[src/csh_defines.svh]
`ifndef CSH_DEFINES_SVH
`define CSH_DEFINES_SVH

// ----------------------------------------------------------------
// Buffer-memory word addresses
// ----------------------------------------------------------------
`define CSH_ADDR_ERRCODE   16'h0000
`define CSH_ADDR_STATUS    16'h018e
`define CSH_ADDR_COMMAND   16'h018f
`define CSH_ADDR_ALERT0    16'h0191
`define CSH_ALERT_STRIDE   16'h00c8

// ----------------------------------------------------------------
// Status word bit positions
// ----------------------------------------------------------------
`define CSH_ST_READY       0
`define CSH_ST_MODE        1
`define CSH_ST_ERROR       2
`define CSH_ST_HWERR       3
`define CSH_ST_TUNE0       4
`define CSH_ST_BKDONE      8
`define CSH_ST_DEFDONE     9
`define CSH_ST_BKFAIL      10
`define CSH_ST_CHGDONE     11
`define CSH_ST_ALERT0      12

// ----------------------------------------------------------------
// Command word bit positions, writable mask and reset values
// ----------------------------------------------------------------
`define CSH_CM_MODE        1
`define CSH_CM_ERRRST      2
`define CSH_CM_TUNE0       4
`define CSH_CM_BACKUP      8
`define CSH_CM_DEFAULT     9
`define CSH_CM_CHANGE      11
`define CSH_CMD_MASK       16'h0bf6
`define CSH_CMD_RESET      16'h0000
`define CSH_WORD_ZERO      16'h0000

// ----------------------------------------------------------------
// Timing
// ----------------------------------------------------------------
`define CSH_STARTUP_MS     5000
`define CSH_CLK_KHZ        10000

`endif

[src/csh_pkg.sv]
package csh_pkg;

    // Start-up sequencer, one-hot
    typedef enum logic [2:0] {
        CSH_INIT   = 3'b001,
        CSH_SETTLE = 3'b010,
        CSH_RUN    = 3'b100
    } csh_state_e;

    typedef logic [15:0] csh_word_t;

endpackage : csh_pkg

[src/csh_edge_det.sv]
`timescale 1ns/1ps
module csh_edge_det
    import csh_pkg::*;
#(
    parameter int WIDTH = 16
) (
    input  wire logic             mclk,
    input  wire logic             reset,
    input  wire logic [WIDTH-1:0] level,
    output logic      [WIDTH-1:0] rise,
    output logic      [WIDTH-1:0] fall
);

    logic [WIDTH-1:0] prev_reg;

    // ------------------------------------------------------------
    // Per-bit edge detection
    // ------------------------------------------------------------
    genvar i;
    generate
        for (i = 0; i < WIDTH; i++) begin : g_bit
            // Previous value starts at zero, so a bit that is high out of
            // reset reads as a rise until the first clock after reset
            always_ff @(posedge mclk) begin
                if (reset) begin
                    prev_reg[i] <= 1'b0;
                end else begin
                    prev_reg[i] <= level[i];
                end
            end
            assign rise[i] = level[i] & ~prev_reg[i];
            assign fall[i] = ~level[i] & prev_reg[i];
        end
    endgenerate

endmodule : csh_edge_det

[src/csh_command_status.sv]
//
// Functional notes
// - Ready bit set after initialization completes
// - No control for five seconds after power-up
// - Mode status high in operation mode
// - Store error code before raising error bit
// - Hardware failure sets hardware error bit
// - Tuning bit high while tuning, self-clears
// - Backup on rise; done set, cleared on fall
// - Default restore on rise; done when written
// - Failed backup sets backup failure bit
// - Apply settings on rise; done, cleared on fall
// - Write alert detail, then set summary bit
// - Error reset rise clears error state
// - Tuning command rise starts tuning, raises status
// - Default command fall clears done bit
// - Accept accesses only while ready
`timescale 1ns/1ps
`include "csh_defines.svh"
module csh_command_status
    import csh_pkg::*;
#(
    parameter int unsigned STARTUP_CYCLES = `CSH_STARTUP_MS * `CSH_CLK_KHZ,
    parameter int          CHANNELS       = 4
) (
    input  wire logic                     mclk,
    input  wire logic                     reset,
    input  wire logic                     initDone,
    input  wire logic                     hwFault,
    input  wire logic                     errValid,
    input  wire logic [15:0]              errCode,
    input  wire logic [CHANNELS-1:0]      tuneDone,
    input  wire logic                     backupDone,
    input  wire logic                     backupFail,
    input  wire logic                     defaultDone,
    input  wire logic                     applyDone,
    input  wire logic [CHANNELS-1:0]      alertValid,
    input  wire logic [16*CHANNELS-1:0]   alertDetail,
    input  wire logic                     bmReq,
    input  wire logic                     bmWrite,
    input  wire logic [15:0]              bmAddr,
    input  wire logic [15:0]              bmWdata,
    output logic      [15:0]              bmRdata,
    output logic                          bmAck,
    output logic                          moduleReady,
    output logic                          opMode,
    output logic                          controlEnable,
    output logic      [CHANNELS-1:0]      tuneStart,
    output logic                          backupStart,
    output logic                          defaultStart,
    output logic                          applyStart,
    output logic                          errReset
);

    localparam int CW = $clog2(STARTUP_CYCLES + 1);

    // ------------------------------------------------------------
    // Start-up sequencer
    // ------------------------------------------------------------
    csh_state_e    state_reg;
    csh_state_e    state_next;
    logic [CW-1:0] settle_reg;
    logic          settleDone;

    assign settleDone = (settle_reg == CW'(STARTUP_CYCLES - 1));

    // Ready waits for both init and the settling delay
    always_comb begin
        state_next = state_reg;
        case (state_reg)
            CSH_INIT:   if (initDone) state_next = CSH_SETTLE;
            CSH_SETTLE: if (settleDone) state_next = CSH_RUN;
            CSH_RUN:    state_next = CSH_RUN;
            default:    state_next = CSH_INIT;
        endcase
    end

    // Settling counter only runs in the settle state
    always_ff @(posedge mclk) begin
        if (reset) begin
            state_reg  <= CSH_INIT;
            settle_reg <= '0;
        end else begin
            state_reg  <= state_next;
            if (state_reg == CSH_SETTLE && !settleDone) begin
                settle_reg <= settle_reg + CW'(1);
            end
        end
    end

    assign moduleReady = (state_reg == CSH_RUN);

    // ------------------------------------------------------------
    // Buffer-memory access decode
    // ------------------------------------------------------------
    csh_word_t command_reg;
    logic      acc;
    logic      cmdWr;

    assign acc   = bmReq & moduleReady;
    assign bmAck = acc;
    assign cmdWr = acc & bmWrite & (bmAddr == `CSH_ADDR_COMMAND);

    // Only documented command bits are stored
    always_ff @(posedge mclk) begin
        if (reset) begin
            command_reg <= `CSH_CMD_RESET;
        end else if (cmdWr) begin
            command_reg <= bmWdata & `CSH_CMD_MASK;
        end
    end

    // ------------------------------------------------------------
    // Command edges
    // ------------------------------------------------------------
    csh_word_t cmdRise;
    csh_word_t cmdFall;

    csh_edge_det #(.WIDTH(16)) u_edges (
        .mclk  (mclk),
        .reset (reset),
        .level (command_reg),
        .rise  (cmdRise),
        .fall  (cmdFall)
    );

    // Mode follows the command bit; control held off until ready
    assign opMode        = command_reg[`CSH_CM_MODE];
    assign controlEnable = moduleReady & opMode;

    // Start pulses registered one cycle after the edge
    always_ff @(posedge mclk) begin
        if (reset) begin
            tuneStart    <= '0;
            backupStart  <= 1'b0;
            defaultStart <= 1'b0;
            applyStart   <= 1'b0;
            errReset     <= 1'b0;
        end else begin
            tuneStart    <= cmdRise[`CSH_CM_TUNE0 +: CHANNELS];
            backupStart  <= cmdRise[`CSH_CM_BACKUP];
            defaultStart <= cmdRise[`CSH_CM_DEFAULT];
            applyStart   <= cmdRise[`CSH_CM_CHANGE];
            errReset     <= cmdRise[`CSH_CM_ERRRST];
        end
    end

    // ------------------------------------------------------------
    // Error code and error flags
    // ------------------------------------------------------------
    csh_word_t errCode_reg;
    logic      errPend_reg;
    logic      error_reg;
    logic      hwErr_reg;

    // Code lands first, flag a cycle later; a new error beats a reset
    always_ff @(posedge mclk) begin
        if (reset) begin
            errCode_reg <= `CSH_WORD_ZERO;
            errPend_reg <= 1'b0;
            error_reg   <= 1'b0;
            hwErr_reg   <= 1'b0;
        end else begin
            errPend_reg <= errValid;
            if (errValid) begin
                errCode_reg <= errCode;
            end else if (cmdRise[`CSH_CM_ERRRST]) begin
                errCode_reg <= `CSH_WORD_ZERO;
            end
            if (errPend_reg) begin
                error_reg <= 1'b1;
            end else if (cmdRise[`CSH_CM_ERRRST]) begin
                error_reg <= 1'b0;
            end
            if (hwFault) begin
                hwErr_reg <= 1'b1;
            end
        end
    end

    // ------------------------------------------------------------
    // Handshake completion flags (set wins over clear)
    // ------------------------------------------------------------
    logic [CHANNELS-1:0] tune_reg;
    logic                bkDone_reg;
    logic                bkFail_reg;
    logic                defDone_reg;
    logic                chgDone_reg;

    always_ff @(posedge mclk) begin
        if (reset) begin
            tune_reg    <= '0;
            bkDone_reg  <= 1'b0;
            bkFail_reg  <= 1'b0;
            defDone_reg <= 1'b0;
            chgDone_reg <= 1'b0;
        end else begin
            tune_reg <= cmdRise[`CSH_CM_TUNE0 +: CHANNELS]
                      | (tune_reg & ~tuneDone);
            if (backupDone) begin
                bkDone_reg <= 1'b1;
            end else if (cmdFall[`CSH_CM_BACKUP]) begin
                bkDone_reg <= 1'b0;
            end
            // Failure stays until the next backup begins
            if (backupFail) begin
                bkFail_reg <= 1'b1;
            end else if (cmdRise[`CSH_CM_BACKUP]) begin
                bkFail_reg <= 1'b0;
            end
            if (defaultDone) begin
                defDone_reg <= 1'b1;
            end else if (cmdFall[`CSH_CM_DEFAULT]) begin
                defDone_reg <= 1'b0;
            end
            if (applyDone) begin
                chgDone_reg <= 1'b1;
            end else if (cmdFall[`CSH_CM_CHANGE]) begin
                chgDone_reg <= 1'b0;
            end
        end
    end

    // ------------------------------------------------------------
    // Per-channel alert detail and summary
    // ------------------------------------------------------------
    logic [15:0]         alertWord_reg [CHANNELS];
    logic [CHANNELS-1:0] alertSum_reg;
    logic [CHANNELS-1:0] alertHit;

    genvar c;
    generate
        for (c = 0; c < CHANNELS; c++) begin : g_alert
            // Summary follows the stored word one cycle later, so
            // the detail is always readable before the flag shows
            always_ff @(posedge mclk) begin
                if (reset) begin
                    alertWord_reg[c] <= `CSH_WORD_ZERO;
                    alertSum_reg[c]  <= 1'b0;
                end else begin
                    if (alertValid[c]) begin
                        alertWord_reg[c] <= alertDetail[16*c +: 16];
                    end
                    alertSum_reg[c] <= |alertWord_reg[c];
                end
            end
            assign alertHit[c] = (bmAddr == 16'(`CSH_ADDR_ALERT0
                                 + c * `CSH_ALERT_STRIDE));
        end
    endgenerate

    // ------------------------------------------------------------
    // Status word and read mux
    // ------------------------------------------------------------
    csh_word_t statusWord;
    csh_word_t alertRead;
    csh_word_t readWord;

    always_comb begin
        statusWord = `CSH_WORD_ZERO;
        statusWord[`CSH_ST_READY]   = moduleReady;
        statusWord[`CSH_ST_MODE]    = opMode;
        statusWord[`CSH_ST_ERROR]   = error_reg;
        statusWord[`CSH_ST_HWERR]   = hwErr_reg;
        statusWord[`CSH_ST_TUNE0 +: CHANNELS]  = tune_reg;
        statusWord[`CSH_ST_BKDONE]  = bkDone_reg;
        statusWord[`CSH_ST_DEFDONE] = defDone_reg;
        statusWord[`CSH_ST_BKFAIL]  = bkFail_reg;
        statusWord[`CSH_ST_CHGDONE] = chgDone_reg;
        statusWord[`CSH_ST_ALERT0 +: CHANNELS] = alertSum_reg;
        alertRead = `CSH_WORD_ZERO;
        for (int k = 0; k < CHANNELS; k++) begin
            if (alertHit[k]) begin
                alertRead = alertWord_reg[k];
            end
        end
    end

    // Unmapped addresses read as zero
    assign readWord = (bmAddr == `CSH_ADDR_STATUS)  ? statusWord  :
                      (bmAddr == `CSH_ADDR_COMMAND) ? command_reg :
                      (bmAddr == `CSH_ADDR_ERRCODE) ? errCode_reg :
                      alertRead;

    // Read data registered; holds until the next accepted read
    always_ff @(posedge mclk) begin
        if (reset) begin
            bmRdata <= `CSH_WORD_ZERO;
        end else if (acc && !bmWrite) begin
            bmRdata <= readWord;
        end
    end

endmodule : csh_command_status

[config.mk]
export PLATFORM = sky130hd
export DESIGN_NAME = csh_command_status
export DESIGN_NICKNAME = d
export VERILOG_FILES = /design/src/csh_pkg.sv /design/src/csh_edge_det.sv /design/src/csh_command_status.sv
export VERILOG_INCLUDE_DIRS = /design/src
export SDC_FILE = /design/constraint.sdc
export NUM_CORES = 1
export LEC_CHECK = 0
export ABC_AREA = 1
export BUFFER_PORTS_ARGS = -buffer_cell sky130_fd_sc_hd__buf_2
export CAP_MARGIN = 20
export CORE_AREA = 2 2 117 176
export CTS_CLUSTER_DIAMETER = 120
export DETAILED_ROUTE_END_ITERATION = 16
export DIE_AREA = 0 0 119 178
export MAX_ROUTING_LAYER = met4
export PLACE_DENSITY = 0.59
export REMOVE_ABC_BUFFERS = 1
export SKIP_LAST_GASP = 1
export SYNTH_ARGS = -nofsm -noshare
export SYNTH_HDL_FRONTEND = slang
export SYNTH_SLANG_ARGS = --single-unit
[constraint.sdc]
create_clock -name mclk -period 1.6 [get_ports mclk]
set_input_delay 0.08 -clock mclk [delete_from_list [all_inputs] [get_ports mclk]]
set_output_delay 0.08 -clock mclk [all_outputs]
set_load 0.02 [all_outputs]
==> Yosys cells after proc, flatten, opt, wreduce, memory -nomap -nowiden <==
Memories as Yosys holds them, arrays and structs flattened.
Index checks and enable logic that the tools add are counted.
{ "op_classes": {"n_bitwise": 33, "mul": 0, "n_addsub": 1, "n_lt_le_gt_ge": 0, "n_eq_ne": 12, "reduce_logical": 16, "div_mod_pow": 0, "mux": 40, "shifts": 0} }
{ "op_table": {"columns": ["operator", "count"], "rows": [
  ["$mux W16", 13],
  ["$reduce_or A16 Y1", 4],
  ["$eq A16 B10 Y1 const B", 3],
  ["$eq A16 B9 Y1 const B", 3],
  ["$add A26 B1 Y26 const B", 1],
  ["$eq A26 B26 Y1 const B", 1],
  ["$mux W1", 24],
  ["$logic_not A16 Y1", 1],
  ["$and A1 B1 Y1", 15],
  ["$reduce_bool A2 Y1", 6],
  ["$not A1 Y1", 11],
  ["$pmux W3 S3", 1],
  ["$mux W3", 2],
  ["$and A4 B4 Y4", 1],
  ["$ne A2 B2 Y1 const B", 2],
  ["$not A4 Y4", 1],
  ["$or A1 B1 Y1", 4],
  ["$or A4 B4 Y4", 1],
  ["$eq A3 B1 Y1 const B", 1],
  ["$eq A3 B2 Y1 const B", 1],
  ["$eq A3 B3 Y1 const B", 1],
  ["$logic_and A1 B1 Y1", 2],
  ["$logic_not A1 Y1", 2],
  ["$reduce_and A2 Y1", 1]
]} }
{ "word_totals": {"romBits": 0, "output_inout_bits": 28, "word_cells": 133, "ram_bits": 64, "memories": 1, "ff_bits": 101, "latch_bits": 0} }
{ "mem_list": {"columns": ["memory", "depth", "width", "read_ports", "rd_clocked_by_memory_dff", "write_ports", "line", "source"], "rows": [
  ["alertWord_reg", 4, 16, 4, 0, 4, "csh_command_status.sv:227", "logic [15:0] alertWord_reg [CHANNELS];"]
]} }

==> Logic depth before layout (Yosys ltp) <==
Gate-level depths: netlist (run 1).
{ "depth": {"ltp_word": 8, "depth_mapped": 13, "ltp_nobuf": 12} }

==> By module <==
Synthesis (run 1) repeated with hierarchy kept, for this count alone.
{ "unflattened": {"hier_cells": 1059, "hier_area_um2": 8249.2} }
{ "by_module_without_submodules": {"columns": ["module", "cells_per_inst", "seq_area_each_um2", "area_each_um2", "instances"], "rows": [
  ["csh_command_status", 961, 3783.6, 7594.8, 1],
  ["csh_edge_det", 98, 320.3, 654.4, 1]
]} }

==> Worst setup path before layout (run 1) <==
OpenSTA, ideal clock, no wires.
{ "synth_timing": {"path_type": "register to register", "startpoint": "register state_reg[0]", "endpoint": "register bmRdata[12]", "t_arrival_ns": 1.579, "period_less_slack_ns": 1.699, "setup_slack_ns": -0.099, "n_path_buf": 1, "setup_time_ns": 0.120, "path_stages_with_launch": 8, "path_cell_list": "dfxtp_1 > nor3_2 > nand2_1 > nor2_2 > clkbuf_1 > o21ai_0 > inv_1 > a21oi_1"} }
{ "synth_via": {"elab_chain_len": 3} }
{ "synth_lines": {"columns": ["item", "line", "source"], "rows": [
  ["start: declaration", "csh_command_status.sv:60", "csh_state_e state_reg;"],
  ["start signal: assignment", "csh_command_status.sv:84", "state_reg <= state_next;"],
  ["$eq A3 B3 Y1", "csh_command_status.sv:91", "assign moduleReady = (state_reg == CSH_RUN);"],
  ["via moduleReady", "csh_command_status.sv:45", "output logic moduleReady,"],
  ["$and A1 B1 Y1", "csh_command_status.sv:100", "assign acc = bmReq & moduleReady;"],
  ["$logic_and A1 B1 Y1", "csh_command_status.sv:289", "end else if (acc && !bmWrite) begin"],
  ["end signal: assignment", "csh_command_status.sv:288", "bmRdata <= `CSH_WORD_ZERO;"],
  ["end signal: assignment", "csh_command_status.sv:290", "bmRdata <= readWord;"],
  ["end: declaration", "csh_command_status.sv:43", "output logic [15:0] bmRdata,"]
]} }
The timed path passes the listed nets, and every way through them passes these cells.
A chain may end at the register's enable or synchronous reset.

==> Final worst setup path (run 1) <==
{ "layout_timing": {"startpoint": "register settle_reg[6]", "endpoint": "register settle_reg[20]"} }
{ "layout_via": {"elab_chain_len": 3, "word_cells_on_any_way": 4, "classes_between": "add/sub: 1; eq/ne: 1; reduce/logical: 2"} }
{ "layout_lines": {"columns": ["item", "line", "source"], "rows": [
  ["start: declaration", "csh_command_status.sv:62", "logic [CW-1:0] settle_reg;"],
  ["start signal: assignment", "csh_command_status.sv:86", "settle_reg <= settle_reg + CW'(1);"],
  ["parallel branches: the longest is 3 deep, another holds $add A26 B1 Y26", null, null]
]} }
Parallel ways; which one is timed is not known.

==> qor.csv, run 1 <==
metric;value;unit
final_core_utilization;0.563;
gr-usage-all-layers;0.231;
grt_antenna_before_repair;0;
critPathLaunchType;register;
cp_max_fo;4;
numClockSinks;165;
largest_net_degree_at_the_start_of_global_routing;45;
first_global_vias;7334;
post_synth_inst_count;987;
post_route_cells_drive_above_1_share;0.254;
grt_overflow;0;
max_clock_freq;628;MHz
dr.pass1.iters;6;
syn_area;7790;um^2
dr.first_iter.drc_count;461;
routabilityCongestion;0.949;
most_common_flop_cell_mapped_by_yosys;dfxtp_1;
detail_route.vias_per_cell;4.89;
time_the_final_worst_path_needs_with_i_o_delays_and_setup;1.59;ns
post-synth-top-area-cell;dfxtp_1;
cts_root_buf;clkbuf_16;
final-max-slew-violation-count;0;
die-area;21200;um^2
critical-path-max-stage-delay;0.45;ns
timing.critical_path.required;1.97;ns
grt_first_pass_wirelength;36100;um
synth_top_cell_area_share;0.260;
dieHeight;178;um
tritoncts;built;
crit_chain;nand2_1 > nor2_1 > nand4_1 > nor2_2 > xor2_1 > nand2_1 > a21oi_1;
h-tree-depth;4;
number_of_cell_instances_on_the_worst_register_to_register_path;7;
floorplan.initialDensity;0.397;
cts_inserted_buffers;17;
power.density_cell_area;882;nW/um^2
postRouteAntennaNets;0;
clockBufferDepth;2;
rsz0062_at_grt;true;
placement.cell_area;9210;um^2
layout.nets;1421;
critical_path_arrival;1.96;ns
hold_violations;0;
layout.cells.non_filler;1562;
floorplan.rows;63;
routed_wirelength;24200;um
async_reset_ff_frac;0;
max_reg_flops;64;
insertion_delay;0.43;ns
hold_path_depth;3;
synth_seq_area_share;0.506;
status;finished clean;
worstSetupPathType;register to register;
max-slew-margin-rel;0.673;
synth_top_cells_by_count;inv_1, nand2_1, nor2_1, dfxtp_1, edfxtp_1;
ir_drop;512;uV
yosysMostFrequentCell;inv_1;
clkSlewWorstSetupHoldPaths;0.07;ns
pin_count;159;
fp.coreArea;19600;um^2
timing.clock.skew;0.00980;ns
post_synth_num_cell_types;39;
ys_seq_elements;165;
post-place-cells;1428;
post-route-period-util;0.996;
area_growth;41.8;%
floorplan.die.width;119;um
post_drt_wl_per_cell;15.5;um
report.final.setup_viol;0;
insertedDiodeCount;0;
synthTopCellsByArea;dfxtp_1, edfxtp_1, inv_1, nand2_1, nor2_1;
synth-edff-count;64;
max_slew.worst_pin.slew;0.488;ns
min-delay-path-class;input pin to register;
io_buffer_count;151;
timing.critical_path.to_type;register;
crit_path_frequent_cell;nand2_1;
ys_warn_count;0;
cap_viol_max_count;0;
power_leakage;4.99;nW
fin_area;11000;um^2
dpl.hpwl;17700;um
drt_drc_violations_left;0;
route.vias.total;7640;
post_synth.cell_area_avg;7.89;um^2
crit_path_top_delay_cell;dfxtp_1;
num-fill-cells;1808;
[final cells by class]
cell class | count | area, um^2 | area share
Multi-Input combinational cell | 617 | 3230 | 0.293
Tap cell | 260 | 325 | 0.0294
Sequential cell | 165 | 3960 | 0.359
Clock inverter | 14 | 130 | 0.0118
Inverter | 172 | 653 | 0.0591
Timing Repair Buffer | 316 | 2290 | 0.208
Clock buffer | 18 | 450 | 0.0408
[critical path: cells and delay by family (launching register included)]
kind             cells  cell delay (ns)
XOR/XNOR             1             0.15
AND/OR/NAND/NOR      5             0.79
AO/OA/AOI/OAI        1             0.13
flip-flops           1             0.45
[power breakdown]
part	internal, mW	switching [mW]
sequential	4.58	0.158
combinational	0.491	0.528
clock	2.15	1.84
total	7.22	2.53
[metrics by stage]
step | setup TNS, ns | hold slack, ns | total power [mW] | worst slack, ns
4_1_cts | 0 | 0.00217 | 9.71 | 0.00911
5_1_grt | -1.36 | 0.0112 | 10.1 | -0.0768
2_1_floorplan | -7.39 | 0.149 | 5.12 | -0.285
3_3_place_gp | -0.341 | 0.282 | 5.55 | -0.172
6_report | 0 | 0.00667 | 9.75 | 0.00670
3_5_place_dp | -0.444 | 0.296 | 5.56 | -0.187
[repair_timing]
action / CTS / global route
setup endpoints to repair: 35 / 49
buffers inserted: 0 / 5
pin swaps: 0 / 18
resized for setup: 6 / 60
cloned: 0 / 3
endpoints found under the hold margin: 94 / 0
hold buffers: 94 / 0
[final timing paths]
kind | start | endpoint | slack (ns)
worst max-delay path | settle_reg[6] | settle_reg[20] | 0.007
worst min-delay path | alertDetail[63] | alertWord_reg[3][15] | 0.007
worst max register to register | settle_reg[6] | settle_reg[20] | 0.007
worst min register to register | u_edges.prev_reg[11] | applyStart | 0.42
[metal layers]
metal  track usage  part of all wire
met5             -                 0
met2         0.429              0.54
met3        0.0412             0.050
met4        0.0942             0.034
met1         0.238              0.38
[cell usage in the layout, fill, tap and decap left out, types with 3 or more instances in the layout]
cell type | netlist | routed
inv_1 | 165 | 164
buf_2 | 5 | 151
dlygate4sd3_1 | 0 | 94
nand2_4 | 0 | 3
nand2_1 | 155 | 143
xnor2_1 | 4 | 4
a21oi_2 | 0 | 6
inv_2 | 4 | 3
nand2_2 | 2 | 11
nor2_1 | 155 | 147
o21bai_1 | 4 | 4
o21ai_0 | 42 | 41
nor3_1 | 13 | 7
nor4_2 | 1 | 3
nor4_1 | 20 | 18
dfxtp_1 | 101 | 90
clkinv_1 | 3 | 3
o211ai_1 | 6 | 6
inv_4 | 0 | 3
nor3_2 | 5 | 7
nor2_2 | 3 | 9
o21ai_1 | 5 | 4
buf_4 | 1 | 66
a21oi_1 | 59 | 53
a41oi_1 | 4 | 4
dfxtp_2 | 0 | 9
nand4_1 | 23 | 23
a32o_1 | 16 | 16
inv_8 | 0 | 3
clkbuf_16 | 0 | 20
inv_6 | 0 | 5
nor2_4 | 1 | 3
edfxtp_1 | 64 | 64
or2_2 | 9 | 9
nand3_1 | 63 | 63
nor3_4 | 1 | 5
xor2_1 | 17 | 17
[cell families (layout without fill, tap and decap cells)]
kind of cell | Yosys count | count (layout) | synth area share
and+or+nand+nor | 457 | 457 | 0.261
buffers and inverters | 205 | 520 | 0.103
DFF | 165 | 165 | 0.506
AOI/OAI and AO/OA | 138 | 138 | 0.104
xor gates and xnor gates | 21 | 21 | 0.0236
adders and majority gates | 1 | 1 | 0.00161
No activity file was read; power rests on OpenSTA's default activity.
==> run 2, diff against run 1 <==
Settings changed: BUFFER_PORTS_ARGS -buffer_cell sky130_fd_sc_hd__buf_2 to not set, CORE_AREA 2 2 117 176 to 2 2 99 149, DIE_AREA 0 0 119 178 to 0 0 101 151, DONT_BUFFER_PORTS set to 1, PLACE_DENSITY 0.59 to 0.7, RECOVER_POWER set to 25.
==> run 2 against run 1 <==
  * The flow now finishes with violations (hold timing, setup timing)
  * Die area fell by 28%
  * First-iteration DRC count fell by 21%
  * Clock-buffer cell count rose by 1
  * Cell count fell by 15%
  * Total power fell by 1.4%
  * Utilization rose by 17 points
  * Global-route usage rose by 7.5 points
  * Sequential power barely moved
  * Sequential cell count did not move
  * Sequential share of layout area rose by 2.7 points
==> qor.csv, run 2 (same netlist as run 1, synthesis figures left out) <==
metric;value;unit;change
post_route_cells_drive_above_1_share;0.128;;was 0.254
cts_hold_buf;121;;was 94
power_leakage;4.43;nW;was 4.99 nW
timing.critical_path.required;1.95;ns;was 1.97 ns
grt_first_pass_wirelength;34700;um;was 36,100 um
min-delay-start;reset;;was alertDetail[63]
r2r_start;settle_reg[2];;was settle_reg[6]
max_slew.worst_pin.slew;1.07;ns;was 0.488 ns
post_drt_wl_per_cell;17.2;um;was 15.5 um
postRouteAntennaNets;0;;unchanged
largest_net_degree_at_the_start_of_global_routing;71;;was 45
post-place-ws;-0.0800;ns;was -0.187 ns
critPathLaunchType;register;;unchanged
die-area;15300;um^2;was 21,200 um^2
commonest_cells_after_routing_fill_and_taps_aside;inv_1, nor2_1, nand2_1, dlygate4sd3_1, dfxtp_1;;was inv_1, buf_2, nor2_1, nand2_1, dlygate4sd3_1
max_reg_flops;64;;unchanged
post-route-period-util;1.01;;was 0.996
dpl.hpwl;15100;um;was 17,700 um
status;finished, violations left;;was finished clean
clockBufferDepth;2;;unchanged
grt_antenna_before_repair;0;;unchanged
fin_area;10300;um^2;was 11,000 um^2
layout.nets;1279;;was 1,421
numClockSinks;165;;unchanged
ir_drop;725;uV;was 512 uV
insertedDiodeCount;0;;unchanged
detail_route.vias_per_cell;5.51;;was 4.89
cts_inserted_buffers;17;;unchanged
max-slew-margin-rel;0.284;;was 0.673
failed_checks;hold timing, setup timing;;
cap_viol_max_count;0;;unchanged
setup_ws_final;-0.0134;ns;was 0.00670 ns
io_buffer_count;0;;was 151
dr.pass1.iters;7;;was 6
pin_count;159;;unchanged
totalNegativeSetupSlack;-0.0326;ns;was 0 ns
cts_root_buf;clkbuf_16;;unchanged
area_growth;31.9;%;was 41.8%
critical-path-max-stage-delay;0.38;ns;was 0.45 ns
worstSetupPathType;register to register;;unchanged
floorplan.initialDensity;0.559;;was 0.397
time_the_final_worst_path_needs_with_i_o_delays_and_setup;1.61;ns;was 1.59 ns
finalPower;9.61;mW;was 9.75 mW
min-delay-path-class;input pin to register;;unchanged
placement.cell_area;8240;um^2;was 9210 um^2
floorplan.rows;53;;was 63
routed_wirelength;22800;um;was 24,200 um
crit_chain;inv_4 > nor3_4 > nand2_2 > nor3_2 > nand3_1 > nand2_4 > buf_8 > nand2_1 > a21oi_1;;was nand2_1 > nor2_1 > nand4_1 > nor2_2 > xor2_1 > nand2_1 > a21oi_1
h-tree-depth;4;;unchanged
worst_hold_slack;-0.284;ns;was 0.00667 ns
tritoncts;built;;unchanged
max_clock_freq;620;MHz;was 628 MHz
crit_path_start;settle_reg[2];;was settle_reg[6]
report.final.setup_viol;3;;was 0
cp_max_fo;12;;was 4
power.density_cell_area;935;nW/um^2;was 882 nW/um^2
grt_overflow;0;;unchanged
rsz0062_at_grt;true;;unchanged
layout.cells.non_filler;1325;;was 1,562
hold_path_depth;1;;was 3
timing.critical_path.to_type;register;;unchanged
post-place-cells;1167;;was 1,428
fp.coreArea;13900;um^2;was 19,600 um^2
final_common_cell;inv_1;;unchanged
dr.first_iter.drc_count;362;;was 461
insertion_delay;0.42;ns;was 0.43 ns
dieHeight;151;um;was 178 um
critical_path_arrival;1.96;ns;about the same
route.vias.total;7307;;was 7,640
floorplan.die.width;101;um;was 119 um
routabilityCongestion;0.946;;was 0.949
first_global_vias;7076;;was 7,334
crit_path_top_delay_cell;dfxtp_4;;was dfxtp_1
final-max-slew-violation-count;0;;unchanged
hold_violations;38;;was 0
gr-usage-all-layers;0.305;;was 0.231
clkSlewWorstSetupHoldPaths;0.07;ns;about the same
drt_drc_violations_left;0;;unchanged
number_of_cell_instances_on_the_worst_register_to_register_path;9;;was 7
timing.clock.skew;0.0111;ns;was 0.00980 ns
-- run 2: changes by cell type in the layout (fill, tap and decap cells not counted), moves of 3 or more --
cell | before | now
dfxtp_2 | 9 | 13
nand2_2 | 11 | 5
dlygate4sd3_1 | 94 | 121
or2_0 | 0 | 4
buf_2 | 151 | 0
nor3_4 | 5 | 2
or2_2 | 9 | 5
nand2_1 | 143 | 147
dfxtp_1 | 90 | 86
buf_4 | 66 | 46
-- run 2: repair_timing --
item / 4_1_cts / 5_1_grt
cloned: 0 / 2
hold endpoints to repair: 156 / 38
pin swaps: 0 / 13
setup buffers: 0 / 3
resized for setup: 8 / 49
setup endpoints to repair: 27 / 40
-- run 2: power breakdown --
part	internal, mW	leakage [nW]	switching [mW]
clock network	2.29	0.288	1.80
registers	4.58	1.52	0.141
logic	0.375	2.62	0.432
total	7.24	4.43	2.37
-- run 2: per-stage QoR --
| stage | util | hold WS, ns |
|---|---|---|
| 2_1_floorplan | - | 0.149 |
| 3_3_place_gp | 0.592 | 0.159 |
| 3_5_place_dp | 0.592 | 0.161 |
| 4_1_cts | 0.723 | -0.287 |
| 5_1_grt | 0.738 | -0.301 |
| 6_report | 0.738 | -0.284 |
-- run 2: worst paths after layout --
check,endpoint,slack (ns)
min,settle_reg[21],-0.28
max,settle_reg[18],-0.01
max reg2reg,settle_reg[18],-0.01
min reg2reg,settle_reg[24],0.48
-- run 2: area by class of cell --
type	instances	area, um^2
well taps	165	206
clock inverters	13	131
clock buffers	19	454
repair buffers	174	1690
fillers	966	3650
inverters	172	657
flip-flops and latches	165	3970
multi-input cells	617	3170
-- run 2: worst max-delay path, delay by kind of cell (launching register included) --
kind,cells,cell delay (ns)
AOI/OAI and AO/OA,1,0.15
buffers and inverters,2,0.21
DFF,1,0.38
and+or+nand+nor,6,0.79
-- run 2: per-layer routing --
metal,vias up,global-route usage,part of all wire
met1,3388,0.340,0.38
li1,3543,-,-
met5,-,-,0
met2,309,0.528,0.52
met4,0,0.157,0.045
met3,67,0.0452,0.051
